--- config.mk ---
export PLATFORM = sky130hd
export DESIGN_NAME = ssr_top
export DESIGN_NICKNAME = d
export VERILOG_FILES = /design/src/rtl/ssr_pkg.sv /design/src/rtl/ssr_scpi_reg.sv /design/src/rtl/ssr_top.sv
export SDC_FILE = /design/constraint.sdc
export NUM_CORES = 1
export LEC_CHECK = 0
export ABC_AREA = 1
export BUFFER_PORTS_ARGS = -buffer_cell sky130_fd_sc_hd__buf_2
export CAP_MARGIN = 30
export CORE_UTILIZATION = 55
export DETAILED_ROUTE_END_ITERATION = 8
export GPL_TIMING_DRIVEN = 0
export HOLD_SLACK_MARGIN = 0.1
export PLACE_DENSITY = 0.78
export SLEW_MARGIN = 20
export SYNTH_ARGS = -nofsm -noshare
export SYNTH_HDL_FRONTEND = slang
export SYNTH_SLANG_ARGS = --single-unit
--- constraint.sdc ---
create_clock -name sys_clk_i -period 4.2 [get_ports sys_clk_i]
set_clock_uncertainty 0.2 [all_clocks]
set_input_delay 0.21 -clock sys_clk_i [delete_from_list [all_inputs] [get_ports sys_clk_i]]
set_output_delay 0.21 -clock sys_clk_i [all_outputs]
set_load 0.02 [all_outputs]
--- src/rtl/ssr_pkg.sv ---
// status reporting hierarchy constants: scpi register parts, status byte
// assumes one instrument clock; command decoding lives outside this block
// Operation
// five 16-bit parts, bits independent
// bit 15 of every part reads zero
// condition follows hardware, read-only, unchanged
// rising condition sets event if ptr
// falling condition sets event if ntr
// ptr, ntr, enable freely read/write
// event latches, read returns then clears
// sum bit is OR of event&enable
// sum bit feeds higher condition continuously
// status bit 6 is master summary
// mask bit 6 has no effect
// enabled status bit rising raises request
// status byte read by query or poll
// mask written by set, read by query
// status bit 2: error queue not empty
// status bit 3: questionable sum bit
// status bit 4: message available
// status bit 5: standard event sum
// status bit 7: operation sum bit
// controller should enable error-queue bit
// transition during clear-on-read survives
package ssr_pkg;
   localparam int unsigned PART_W = 16;
   localparam int unsigned STB_W = 8;
   // scpi register selectors
   localparam logic [0:0] REG_OPER = 1'h0;
   localparam logic [0:0] REG_QUES = 1'h1;
   // part selectors
   localparam logic [2:0] PART_COND = 3'h0;
   localparam logic [2:0] PART_PTR = 3'h1;
   localparam logic [2:0] PART_NTR = 3'h2;
   localparam logic [2:0] PART_EVENT = 3'h3;
   localparam logic [2:0] PART_ENAB = 3'h4;
   // status byte bit positions
   localparam int unsigned STB_ERRQ = 2;
   localparam int unsigned STB_QUES = 3;
   localparam int unsigned STB_MAV = 4;
   localparam int unsigned STB_ESB = 5;
   localparam int unsigned STB_MSS = 6;
   localparam int unsigned STB_OPER = 7;
   // reset values
   localparam logic [15:0] PTR_RST = 16'h7fff;
   localparam logic [15:0] NTR_RST = 16'h0000;
   localparam logic [15:0] ENAB_RST = 16'h0000;
   localparam logic [7:0] SRQ_MASK_RST = 8'h00;
   localparam logic [15:0] PART_VALID = 16'h7fff;
   localparam logic [7:0] SRQ_MASK_VALID = 8'hbf;
   typedef enum logic [1:0] {
      SSR_IDLE = 2'b01,
      SSR_REQ = 2'b10
   } ssr_srq_state_t;
endpackage

--- src/rtl/ssr_scpi_reg.sv ---
// one scpi status register: condition, filters, event, enable, sum bit
// assumes condition bits synchronous to sys_clk_i
`timescale 1ns/100ps
module ssr_scpi_reg #(
   parameter int unsigned W = 16
) (
   // clock and reset
   input wire logic sys_clk_i,
   input wire logic rst_n_i,
   // condition source
   input wire logic [W-1:0] cond_i,
   // access strobes
   input wire logic ptr_wr_i,
   input wire logic ntr_wr_i,
   input wire logic enab_wr_i,
   input wire logic event_rd_i,
   input wire logic [W-1:0] wdata_i,
   // part contents
   output logic [W-1:0] cond_o,
   output logic [W-1:0] ptr_o,
   output logic [W-1:0] ntr_o,
   output logic [W-1:0] event_o,
   output logic [W-1:0] enab_o,
   output logic sum_o
);
   import ssr_pkg::*;

   initial begin
      if (W != PART_W) $error("ssr_scpi_reg: W must be 16");
   end

   logic [W-1:0] cond_q, ptr_q, ntr_q, event_q, enab_q, event_d;
   logic [W-1:0] rise, fall;

   // msb forced to zero in every part
   always_ff @(posedge sys_clk_i or negedge rst_n_i) begin
      if (!rst_n_i) begin
         cond_q <= '0;
      end else begin
         cond_q <= cond_i & PART_VALID; // see R1, see R2
      end
   end

   always_ff @(posedge sys_clk_i or negedge rst_n_i) begin
      if (!rst_n_i) begin
         ptr_q <= PTR_RST;
         ntr_q <= NTR_RST;
         enab_q <= ENAB_RST;
      end else begin
         if (ptr_wr_i) ptr_q <= wdata_i & PART_VALID;
         if (ntr_wr_i) ntr_q <= wdata_i & PART_VALID;
         if (enab_wr_i) enab_q <= wdata_i & PART_VALID;
      end
   end

   assign rise = (cond_i & PART_VALID) & ~cond_q & ptr_q;
   assign fall = ~(cond_i & PART_VALID) & cond_q & ntr_q;

   // new transitions win over the clear so none is lost
   always_comb begin
      event_d = event_rd_i ? '0 : event_q;
      event_d = event_d | rise | fall;
   end

   always_ff @(posedge sys_clk_i or negedge rst_n_i) begin
      if (!rst_n_i) begin
         event_q <= '0;
      end else begin
         event_q <= event_d & PART_VALID;
      end
   end

   assign cond_o = cond_q;
   assign ptr_o = ptr_q;
   assign ntr_o = ntr_q;
   assign event_o = event_q;
   assign enab_o = enab_q;
   assign sum_o = |(event_q & enab_q); // see R8
endmodule // ssr_scpi_reg

--- src/rtl/ssr_top.sv ---
// status reporting top: operation and questionable registers, status byte,
// service-request mask, request and read-back port
// assumes command decoder drives one-cycle strobes synchronous to sys_clk_i
`timescale 1ns/100ps
module ssr_top (
   // clock and reset
   input wire logic sys_clk_i,
   input wire logic rst_n_i,
   // hardware status sources
   input wire logic [ssr_pkg::PART_W-1:0] oper_cond_i,
   input wire logic [ssr_pkg::PART_W-1:0] ques_cond_i,
   input wire logic err_queue_not_empty_i,
   input wire logic msg_avail_i,
   input wire logic std_event_sum_i,
   // scpi register access
   input wire logic reg_sel_i,
   input wire logic [2:0] part_sel_i,
   input wire logic part_wr_i,
   input wire logic part_rd_i,
   input wire logic [ssr_pkg::PART_W-1:0] part_wdata_i,
   output logic [ssr_pkg::PART_W-1:0] part_rdata_o,
   // status byte and mask commands
   input wire logic stb_rd_i,
   input wire logic serial_poll_i,
   input wire logic srq_mask_wr_i,
   input wire logic srq_mask_rd_i,
   input wire logic [ssr_pkg::STB_W-1:0] srq_mask_wdata_i,
   output logic [ssr_pkg::STB_W-1:0] stb_rdata_o,
   // bus service request
   output logic srq_o,
   output logic [ssr_pkg::STB_W-1:0] status_byte_o
);
   import ssr_pkg::*;

   logic oper_hit, ques_hit;
   logic [PART_W-1:0] op_cond, op_ptr, op_ntr, op_evt, op_enab;
   logic [PART_W-1:0] qu_cond, qu_ptr, qu_ntr, qu_evt, qu_enab;
   logic oper_sum, ques_sum;
   logic [STB_W-1:0] stb, stb_prev_q, srq_mask_q, rdata_d;
   logic [STB_W-1:0] stb_rdata_q;
   logic [PART_W-1:0] part_rdata_q, part_d;
   logic mss, srq_rise;
   ssr_srq_state_t srq_state_q;

   function automatic logic [PART_W-1:0] pick_part(
      input logic [2:0] sel,
      input logic [PART_W-1:0] c, p, n, e, en);
      case (sel)
         PART_COND: pick_part = c;
         PART_PTR: pick_part = p;
         PART_NTR: pick_part = n;
         PART_EVENT: pick_part = e;
         PART_ENAB: pick_part = en;
         default: pick_part = '0;
      endcase
   endfunction

   assign oper_hit = (reg_sel_i == REG_OPER);
   assign ques_hit = (reg_sel_i == REG_QUES);

   ssr_scpi_reg #(.W(PART_W)) u_oper (
      .sys_clk_i(sys_clk_i),
      .rst_n_i(rst_n_i),
      .cond_i(oper_cond_i),
      .ptr_wr_i(part_wr_i && oper_hit && part_sel_i == PART_PTR),
      .ntr_wr_i(part_wr_i && oper_hit && part_sel_i == PART_NTR),
      .enab_wr_i(part_wr_i && oper_hit && part_sel_i == PART_ENAB),
      .event_rd_i(part_rd_i && oper_hit && part_sel_i == PART_EVENT),
      .wdata_i(part_wdata_i),
      .cond_o(op_cond),
      .ptr_o(op_ptr),
      .ntr_o(op_ntr),
      .event_o(op_evt),
      .enab_o(op_enab),
      .sum_o(oper_sum)
   );

   ssr_scpi_reg #(.W(PART_W)) u_ques (
      .sys_clk_i(sys_clk_i),
      .rst_n_i(rst_n_i),
      .cond_i(ques_cond_i),
      .ptr_wr_i(part_wr_i && ques_hit && part_sel_i == PART_PTR),
      .ntr_wr_i(part_wr_i && ques_hit && part_sel_i == PART_NTR),
      .enab_wr_i(part_wr_i && ques_hit && part_sel_i == PART_ENAB),
      .event_rd_i(part_rd_i && ques_hit && part_sel_i == PART_EVENT),
      .wdata_i(part_wdata_i),
      .cond_o(qu_cond),
      .ptr_o(qu_ptr),
      .ntr_o(qu_ntr),
      .event_o(qu_evt),
      .enab_o(qu_enab),
      .sum_o(ques_sum)
   );

   // read data captured in the same cycle the event part clears
   always_comb begin
      part_d = oper_hit ?
         pick_part(part_sel_i, op_cond, op_ptr, op_ntr, op_evt, op_enab) :
         pick_part(part_sel_i, qu_cond, qu_ptr, qu_ntr, qu_evt, qu_enab);
   end

   always_ff @(posedge sys_clk_i or negedge rst_n_i) begin
      if (!rst_n_i) begin
         part_rdata_q <= '0;
      end else if (part_rd_i) begin
         part_rdata_q <= part_d & PART_VALID; // see R2
      end
   end

   // status byte assembled from sum bits and level sources
   always_comb begin
      stb = '0;
      stb[STB_ERRQ] = err_queue_not_empty_i;
      stb[STB_QUES] = ques_sum; // see R16
      stb[STB_MAV] = msg_avail_i;
      stb[STB_ESB] = std_event_sum_i;
      stb[STB_OPER] = oper_sum; // see R19
      // mask bit 6 dropped so mss cannot feed itself
      mss = |(stb & srq_mask_q & SRQ_MASK_VALID); // see R10
      stb[STB_MSS] = mss;
   end

   always_ff @(posedge sys_clk_i or negedge rst_n_i) begin
      if (!rst_n_i) begin
         srq_mask_q <= SRQ_MASK_RST;
      end else if (srq_mask_wr_i) begin
         srq_mask_q <= srq_mask_wdata_i;
      end
   end

   always_ff @(posedge sys_clk_i or negedge rst_n_i) begin
      if (!rst_n_i) begin
         stb_prev_q <= '0;
      end else begin
         stb_prev_q <= stb;
      end
   end

   assign srq_rise = |(stb & ~stb_prev_q & srq_mask_q & SRQ_MASK_VALID);

   // request held until the summary drops or a serial poll takes it;
   // a fresh rising edge during the poll keeps it asserted
   always_ff @(posedge sys_clk_i or negedge rst_n_i) begin
      if (!rst_n_i) begin
         srq_state_q <= SSR_IDLE;
      end else begin
         case (srq_state_q)
            SSR_IDLE: begin
               if (srq_rise) srq_state_q <= SSR_REQ;
            end
            SSR_REQ: begin
               if (srq_rise) srq_state_q <= SSR_REQ;
               else if (serial_poll_i || !mss) srq_state_q <= SSR_IDLE;
            end
            default: srq_state_q <= SSR_IDLE;
         endcase
      end
   end

   // mask query and status query share one answer register
   always_comb begin
      rdata_d = stb_rdata_q;
      if (srq_mask_rd_i) rdata_d = srq_mask_q;
      if (stb_rd_i || serial_poll_i) rdata_d = stb;
   end

   always_ff @(posedge sys_clk_i or negedge rst_n_i) begin
      if (!rst_n_i) begin
         stb_rdata_q <= '0;
      end else begin
         stb_rdata_q <= rdata_d;
      end
   end

   always_ff @(posedge sys_clk_i or negedge rst_n_i) begin
      if (!rst_n_i) begin
         status_byte_o <= '0;
      end else begin
         status_byte_o <= stb;
      end
   end

   assign srq_o = (srq_state_q == SSR_REQ);
   assign stb_rdata_o = stb_rdata_q;
   assign part_rdata_o = part_rdata_q;
endmodule // ssr_top

* Yosys cells after proc, flatten, opt, wreduce, memory -nomap -nowiden
Cells that the tools add are included.
Cells by class: mux-type cells 11, reductions and logical operators 22, eq/ne operators 8, bitwise operators 23
Operator list (number):
- 15-bit bitwise AND | 10
- 15-bit case mux with 5 select lines | 2
- 15-bit NOT | 4
- 15-bit bitwise OR | 4
- 15-bit two-way mux | 3
- 16-bit OR reduction | 2
- 8-bit bitwise AND | 3
- 8-bit two-way mux | 2
- 7-bit OR reduction | 2
- 1-bit logical AND | 12
- 8-bit NOT | 1
- 3-bit by 2-bit equality test with 1-bit output (second input constant) | 2
- 2-bit two-way mux | 3
- 2-bit case mux with 2 select lines | 1
- 3-bit by 1-bit equality test with 1-bit output (second input constant) | 1
- 3-bit equality test (second input constant) | 1
- 3-bit zero test | 1
- 3-bit by 1-bit != test with 1-bit output (second input constant) | 1
- 2-bit by 1-bit equality test with 1-bit output (second input constant) | 1
- 2-bit equality test (second input constant) | 1
- 1-bit logical OR | 2
- 2-bit != test (second input constant) | 1
- 2-bit AND reduction | 1
- 2-bit nonzero test | 1
- 2 further kinds | 2
Word-level totals: input port bits 71, register bits after elaboration 189, output and inout port bits 33, word-level logic and storage cells 79

* Longest topological paths before layout
Gate-level depths: netlist of the first run.
depth in word-level cells 9, depth in mapped cells 13

* Cells and area by module
From an unflattened synthesis of the first run, not the netlist that was laid out.
Unflattened totals: cells, all modules 1058, area total of the unflattened synthesis 9704.3 sq um
By module, submodules not included:
- ssr_scpi_reg | cells an instance 258, area each 3163.0 sq um, times used 2, seq. area each 1895.6 sq um
- ssr_top | cells an instance 542, area each 3378.2 sq um, times used 1, seq. area each 977.2 sq um

* Worst setup path after synthesis of the first run
Ideal clock, no wire load.
kind reg-to-reg, from register srq_state_q[0], to register srq_state_q[1], arrival 1197 ps, path buffers 0, required time 3879 ps, setup slack 2682 ps, setup time 121 ps, stages on the path, launching flop included 9, cell sequence dfstp_2 inv_1 ha_1 inv_1 nor2_1 nand2_1 nand2_1 nand3_1 nand2_1
Between the ends: word-level cells in the longest chain between the ends 3, elaborated cells between the ends (all ways) 6
RTL lines:
- start: declaration | line ssr_top.sv:43 | ssr_srq_state_t srq_state_q;
- start signal: assignment | line ssr_top.sv:145 | srq_state_q <= SSR_IDLE;
- start signal: assignment | line ssr_top.sv:149 | if (srq_rise) srq_state_q <= SSR_REQ;
- start signal: assignment | line ssr_top.sv:152 | if (srq_rise) srq_state_q <= SSR_REQ;
- 2-bit equality test (*)
- net srq_o | line ssr_top.sv:30 | output logic srq_o,
- 3-bit by 1-bit != test with 1-bit output (no source line)
- 2-bit AND reduction (no source line)
The timed path passes the listed nets; every way through them passes the cells marked *. A chain may end at the register's enable or synchronous reset.

* Worst setup path in the final report of the first run
from input serial_poll_i, to register stb_rdata_q[5] (netlist: stb_rdata_o[5])
Between the ends: word-level cells in the longest chain between the ends 2, elaborated cells between the ends (all ways) 3
RTL lines:
- start: declaration | line ssr_top.sv:24 | input wire logic serial_poll_i,
- 1-bit logical OR (*) | line ssr_top.sv:164 | if (stb_rd_i || serial_poll_i) rdata_d = stb;
- 8-bit two-way mux / 2-bit nonzero test (equally long branches)
- end signal: assignment | line ssr_top.sv:171 | stb_rdata_q <= rdata_d;
- end: declaration | line ssr_top.sv:40 | logic [STB_W-1:0] stb_rdata_q;
Mark *: on every way between the ends. The rest lies on a longest branch, timed or not.

==> flow_summary_export.csv, run 1 <==
group,metric,value,unit
run_status,status,"complete, but fails checks",
run_status,violations,"design-rule violations",
place,routabilityCongestion,0.8582,
synth,syn_area,0.008404,mm^2
drt,dr_total_vias,7665,
sta,hold_violations,0,
sta,finalCriticalPeriod,2.358,ns
pwr,power_leakage,0.005100,uW
synth,synth_seq_area_share,56.74,%
pwr,finalPower,5111,uW
cells_and_area,fin_area,0.01054,mm^2
setup_path,critPathMaxFanout,10,
synth,synth_edf_count,0,
cells_and_area,fin_nets,1236,
cts,insertion_delay,0.43,ns
cts,root_buffer,"clkbuf_16",
cells_and_area,final_util,71.67,%
floorplan,dieArea,0.01578,mm^2
cts,cts_tree,"yes",
global_route,grt_pass1_vias,7713,
cts,cts_setup_buffers,0,
floorplan,die_y,125.6,um
place,port_buffers,95,
synth,yosysMostFrequentCell,"nand2_1",
setup_path,rr_startpoint,"u_oper.event_o[14]",
global_route,grt_max_degree,75,
floorplan,die_w,125.6,um
sta,fin_crit_sh,56.14,%
synth,yosysTopAreaCellShare,47.04,%
setup_path,r2r_cells,10,
floorplan,coreArea,0.01470,mm^2
cts,path_clk_slew,0.07,ns
drt,avgRoutedWirePerCell,17.84,um
setup_path,reg2reg_to,"srq_state_q[1]",
cts,cts_sinks,189,
cts,ctsLongestPathBuffers,2,
place,hpwl,15940,um
setup_path,crit_type,"primary input to register",
drt,ant_nets,0,
run,drv_cap,0,
synth,synth.largest_area_cell,"dfrtp_1",
synth,ys_warn_count,0,
cts,cts_buffers,17,
sta,setup_viol_count_final,0,
global_route,antenna_found_initial,0,
cts,htreeDepth,4,
floorplan,fp-row-count,44,
sta,fin_tns_setup,0,ns
synth,synth_area_leaders,"dfrtp_1 47%, nand2_1 15%, dfstp_2 9.7%",
setup_path,arrival,2.51,ns
place,dp_cells,1262,
drt,drt_iter0_drc,681,
global_route,grt_first_pass_wirelength,39040,um
drt,wl,24230,um
synth,syn_inst,979,
worst_hold_path,hold_depth,4,
worst_hold_path,hold_path.class,"primary input to register",
cells_and_area,drive_gt1_share,16.70,%
cells_and_area,diodes,0,
pwr,vdd_drop_max,0.2974,mV
synth,synth-seq-cells,189,
sta,slew_viol_final,0,
pwr,p_per_area,485.1,mW/mm^2
sta,grt_setup_unrepaired,"no",
cells_and_area,instances_no_fill,1358,
setup_path,endpoint_kind,"register",
setup_path,cp-start-kind,"primary input",
global_route,overflow,0,
synth,synth_ff_type,"dfrtp_1",
synth,synth_area_per_cell,8.585,um^2
worst_hold_path,min_to,"srq_mask_q[6]",
setup_path,required,4.35,ns
global_route,grt_usage,32.53,%
floorplan,initial_core_util,57.18,%
place,placedInstanceArea,0.009183,mm^2
worst_hold_path,worstHoldStart,"srq_mask_wr_i",
drt,dr.pass1.iters,7,
synth,synth.distinct_cells,35,
floorplan,ioPinCount,104,
synth,synth_common_cells,"331 x nand2_1, 158 x dfrtp_1, 106 x o21ai_0",
setup_path,rrSetupSlack,2.37,ns
drt,drc,10,
cells_and_area,area_growth,25.35,%
drt,via_per_inst,5.644,
synth,async_flop_share,100.0,%
sta,relSlewSlack,50.82,%
sta,clock.fmax,0.4241,GHz
sta,worstMarginPinSlew,0.7377,ns
[metal layers]
layer	up-vias	wire (um)	global-route usage (%)
met2	388	11380	53.01
met1	3625	9965	41.37
li1	3586	-	-
met4	0	926	17.36
met5	-	0	0
met3	66	1959	6.330
[critical path, cell delays in order]
cell,delay (ns)
dlygate4sd3_1,0.54
buf_2,0.14
nor2_2,0.07
dlygate4sd3_1,0.78
nand3_1,0.11
dlygate4sd3_1,0.58
o211ai_1,0.08
[report_power, final]
part           switching (uW)  leakage (uW)  internal [uW]
Combinational             502       0.00259            343
Sequential                237       0.00219           2170
Clock                     685      0.000316           1170
Total                    1420       0.00510           3690
[timing repair]
action,4_1_cts,5_1_grt
hold buffers,66,0
resized for setup,0,0
endpoints found under the hold margin,279,0
[metrics by stage]
| step | setup slack (ns) | hold WS (ns) |
|---|---|---|
| after floorplan | 2.682 | -0.2856 |
| after global placement | -0.2527 | 0.1448 |
| after detailed placement | 2.244 | -0.05511 |
| after CTS | 1.861 | 0.1219 |
| after global routing | 1.683 | 0.1319 |
| final | 1.842 | 0.1321 |
[kinds of logic (layout without fill, tap and decap cells)]
| kind of cell | Yosys count | in the layout | share of synthesized area, % |
|---|---|---|---|
| and+or+nand+nor | 467 | 467 | 22.47 |
| DFF | 189 | 189 | 56.74 |
| AOI/OAI and AO/OA | 183 | 183 | 13.07 |
| buffers and inverters | 132 | 325 | 6.714 |
| muxes | 5 | 5 | 0.6699 |
| adders and majority gates | 2 | 2 | 0.2977 |
| other | 1 | 3 | 0.04462 |
[how the worst max path moves through the flow]
stage	from	to	slack [ns]	depth (start not counted)
final	serial_poll_i	stb_rdata_o[5]	1.84	7
after global routing	serial_poll_i	stb_rdata_o[6]	1.68	9
after CTS	stb_rd_i	stb_rdata_o[5]	1.86	7
after detailed placement	reg_sel_i	u_oper.event_o[3]	2.24	6
after global placement	rst_n_i	u_ques.cond_o[13]	-0.25	1
after floorplan	srq_state_q[0]	srq_state_q[1]	2.68	8
[layout by cell type (no fill, tap or decap), types with 17 or more instances in the layout]
master | netlist | routed
dfrtp_1 | 158 | 158
clkbuf_1 | 23 | 25
dfstp_2 | 31 | 31
dlygate4sd3_1 | 0 | 65
nand2_1 | 331 | 331
nor2_1 | 43 | 43
o2111ai_1 | 19 | 19
clkbuf_16 | 0 | 17
nand3_1 | 80 | 80
inv_1 | 79 | 79
a21oi_1 | 20 | 20
buf_2 | 13 | 107
o21ai_0 | 106 | 106
[area by class of cell]
| class | count | area, um^2 |
|---|---|---|
| Clock buffer | 19 | 432.9 |
| Timing Repair Buffer | 163 | 1219 |
| Sequential cell | 189 | 4768 |
| Inverter | 87 | 326.6 |
| Buffer | 45 | 237.7 |
| Fill cell | 1125 | 4164 |
| Tap cell | 184 | 230.2 |
| Clock inverter | 11 | 241.5 |
| Multi-Input combinational cell | 660 | 3079 |
[flip-flops by register name, indices dropped and copies added, names as in the netlist]
register,count
status_byte_o,6
srq_mask_q,8
u_ques.cond_o,15
u_oper.cond_o,15
u_oper.event_o,15
u_oper.enab_o,15
u_oper.ptr_o,15
stb_rdata_o,8
u_ques.enab_o,15
u_oper.ntr_o,15
u_ques.event_o,15
part_rdata_o,15
u_ques.ptr_o,15
srq_state_q,2
u_ques.ntr_o,15
No activity file was read; power rests on OpenSTA's default activity.
==> inputs of run 2 (changes only) <==
==> constraint.sdc (replaced) <==
create_clock -name sys_clk_i -period 2.35 [get_ports sys_clk_i]
set_clock_uncertainty 0.2 [all_clocks]
set_input_delay 0.1175 -clock sys_clk_i [delete_from_list [all_inputs] [get_ports sys_clk_i]]
set_output_delay 0.1175 -clock sys_clk_i [all_outputs]
set_load 0.02 [all_outputs]
==> run 2 against run 1 <==
The flow still finishes with violations (design-rule violations). Die area did not move. Sequential share of layout area fell by 0.27 points. Total power rose by 79%. Critical path type unchanged. Critical endpoint is now u_oper.event_o[10].
==> flow_summary_export.csv, run 2 (same netlist as run 1, synthesis figures left out) <==
group,metric,value,unit
setup_path,crit_type,"primary input to register",
floorplan,die_w,125.6,um
cells_and_area,fin_area,0.01060,mm^2
setup_path,worstSetupPathDepth,7,
floorplan,ioPinCount,104,
place,placedInstanceArea,0.009183,mm^2
sta,hold_violations,0,
drt,dr_total_vias,7738,
cells_and_area,instances_no_fill,1366,
cells_and_area,drive_gt1_share,16.50,%
setup_path,rrSetupSlack,0.52,ns
drt,via_per_inst,5.665,
global_route,grt_usage,32.69,%
sta,clock.fmax,0.4873,GHz
sta,fin_crit_sh,87.32,%
floorplan,coreArea,0.01470,mm^2
global_route,grt_pass1_vias,7688,
floorplan,dieArea,0.01578,mm^2
sta,grt_setup_unrepaired,"no",
drt,drc,10,
setup_path,critPathMaxStageDelay,0.52,ns
drt,drt_iter0_drc,768,
cts,root_buffer,"clkbuf_16",
floorplan,initial_core_util,57.18,%
setup_path,cp_cell_sequence,"dlygate4sd3_1 > buf_2 > clkinv_1 > nand3_1 > buf_2 > nand2_1 > nand3_1",
cts,insertion_delay,0.43,ns
setup_path,path_buf_inv,4,
worst_hold_path,worstHoldStart,"srq_mask_wr_i",
place,hpwl,15940,um
cells_and_area,final_common_cell,"nand2_1",
run_status,status,"complete, but fails checks",
sta,worstMarginPinSlew,0.7034,ns
run_status,violations,"design-rule violations",
pwr,p_per_area,863.0,mW/mm^2
cells_and_area,diodes,0,
drt,dr.pass1.iters,7,
drt,avgRoutedWirePerCell,17.86,um
setup_path,arrival,2.22,ns
cells_and_area,fin_nets,1244,
cells_and_area,final_util,72.10,%
setup_path,cp-start-kind,"primary input",
setup_path,critPathSlowestCell,"dlygate4sd3_1",
drt,wl,24400,um
floorplan,fp-row-count,44,
cts,htreeDepth,4,
place,dp_cells,1262,
cts,ctsLongestPathBuffers,2,
pwr,power_leakage,0.005118,uW
place,routabilityCongestion,0.8582,
worst_hold_path,hold_path.class,"primary input to register",
sta,setup_viol_count_final,0,
run,drv_cap,0,
global_route,grt_max_degree,75,
setup_path,critPathMaxFanout,10,
setup_path,reg2reg_to,"srq_state_q[1]",
setup_path,rr_startpoint,"u_oper.event_o[14]",
global_route,overflow,0,
sta,hold_slack,0.1206,ns
worst_hold_path,hold_depth,3,
worst_hold_path,min_to,"srq_mask_q[0]",
setup_path,crit_family,"buffers and inverters",
cts,cts_tree,"yes",
cells_and_area,final_cell_mix,"331 x nand2_1, 158 x dfrtp_1, 107 x buf_2, 106 x o21ai_0, 80 x nand3_1",
setup_path,startpoint,"reg_sel_i",
cts,cts_sinks,189,
setup_path,required,2.52,ns
setup_path,endpoint_kind,"register",
sta,finalCriticalPeriod,2.052,ns
global_route,antenna_found_initial,0,
place,port_buffers,95,
cts,path_clk_slew,0.07,ns
cts,cts_buffers,17,
drt,ant_nets,0,
sta,slew_viol_final,0,
cts,cts_setup_buffers,0,
global_route,grt_first_pass_wirelength,39250,um
sta,relSlewSlack,53.10,%
setup_path,r2r_cells,10,
cts,post_cts_resized,0,
floorplan,die_y,125.6,um
pwr,vdd_drop_max,0.5334,mV
cells_and_area,area_growth,26.10,%
==> run 2: cell count changes in the layout (fill, tap and decap cells not counted) <==
cell | before | now
dlygate4sd3_1 | 65 | 74
buf_16 | 3 | 2
==> run 2: final cells by class <==
type,instances,area (um^2)
inverters,87,326.6
clock inverters,11,241.5
plain buffers,45,237.7
multi-input cells,660,3079
repair buffers,171,1281
fillers,1114,4101
well taps,184,230.2
clock buffers,19,432.9
flip-flops and latches,189,4768
==> run 2: worst max-delay path by stage <==
stage,slack (ns),end
2_1_floorplan,0.83,srq_state_q[1]
3_3_place_gp,-2.01,u_ques.cond_o[13]
3_5_place_dp,0.49,u_oper.event_o[3]
4_1_cts,0.10,stb_rdata_o[5]
5_1_grt,0.19,u_ques.ptr_o[12]
6_report,0.30,u_oper.event_o[10]
==> run 2: repair_timing <==
item,CTS,global route
setup endpoints to repair,0,2
endpoints found under the hold margin,293,0
hold buffers,75,0
==> run 2: layer usage <==
layer	GRT usage [%]	part of all wire (%)	up-vias	wire length, um
li1	-	-	3606	-
met1	41.79	41	3702	10060
met2	53.46	47	361	11580
met3	6.075	7.4	69	1815
met4	17.00	3.8	0	938
met5	0	0	-	0
==> run 2: worst min-delay path, cell delays in order <==
cell and delay, ns:
buf_2 0.12, clkbuf_1 0.24, o21ai_0 0.24
==> run 2: through the flow <==
| stage | total power (uW) | TNS (ns) | setup slack, ns |
|---|---|---|---|
| after floorplan | 5167 | 0 | 0.8317 |
| after global placement | 5650 | -343.98 | -2.010 |
| after detailed placement | 5731 | 0 | 0.4863 |
| after CTS | 9127 | 0 | 0.1031 |
| after global routing | 9567 | 0 | 0.1936 |
| final | 9146 | 0 | 0.2981 |
==> run 2: power breakdown <==
group / switching (uW) / internal (uW)
Clock: 1230 / 2090
Combinational: 896 / 618
Sequential: 425 / 3880
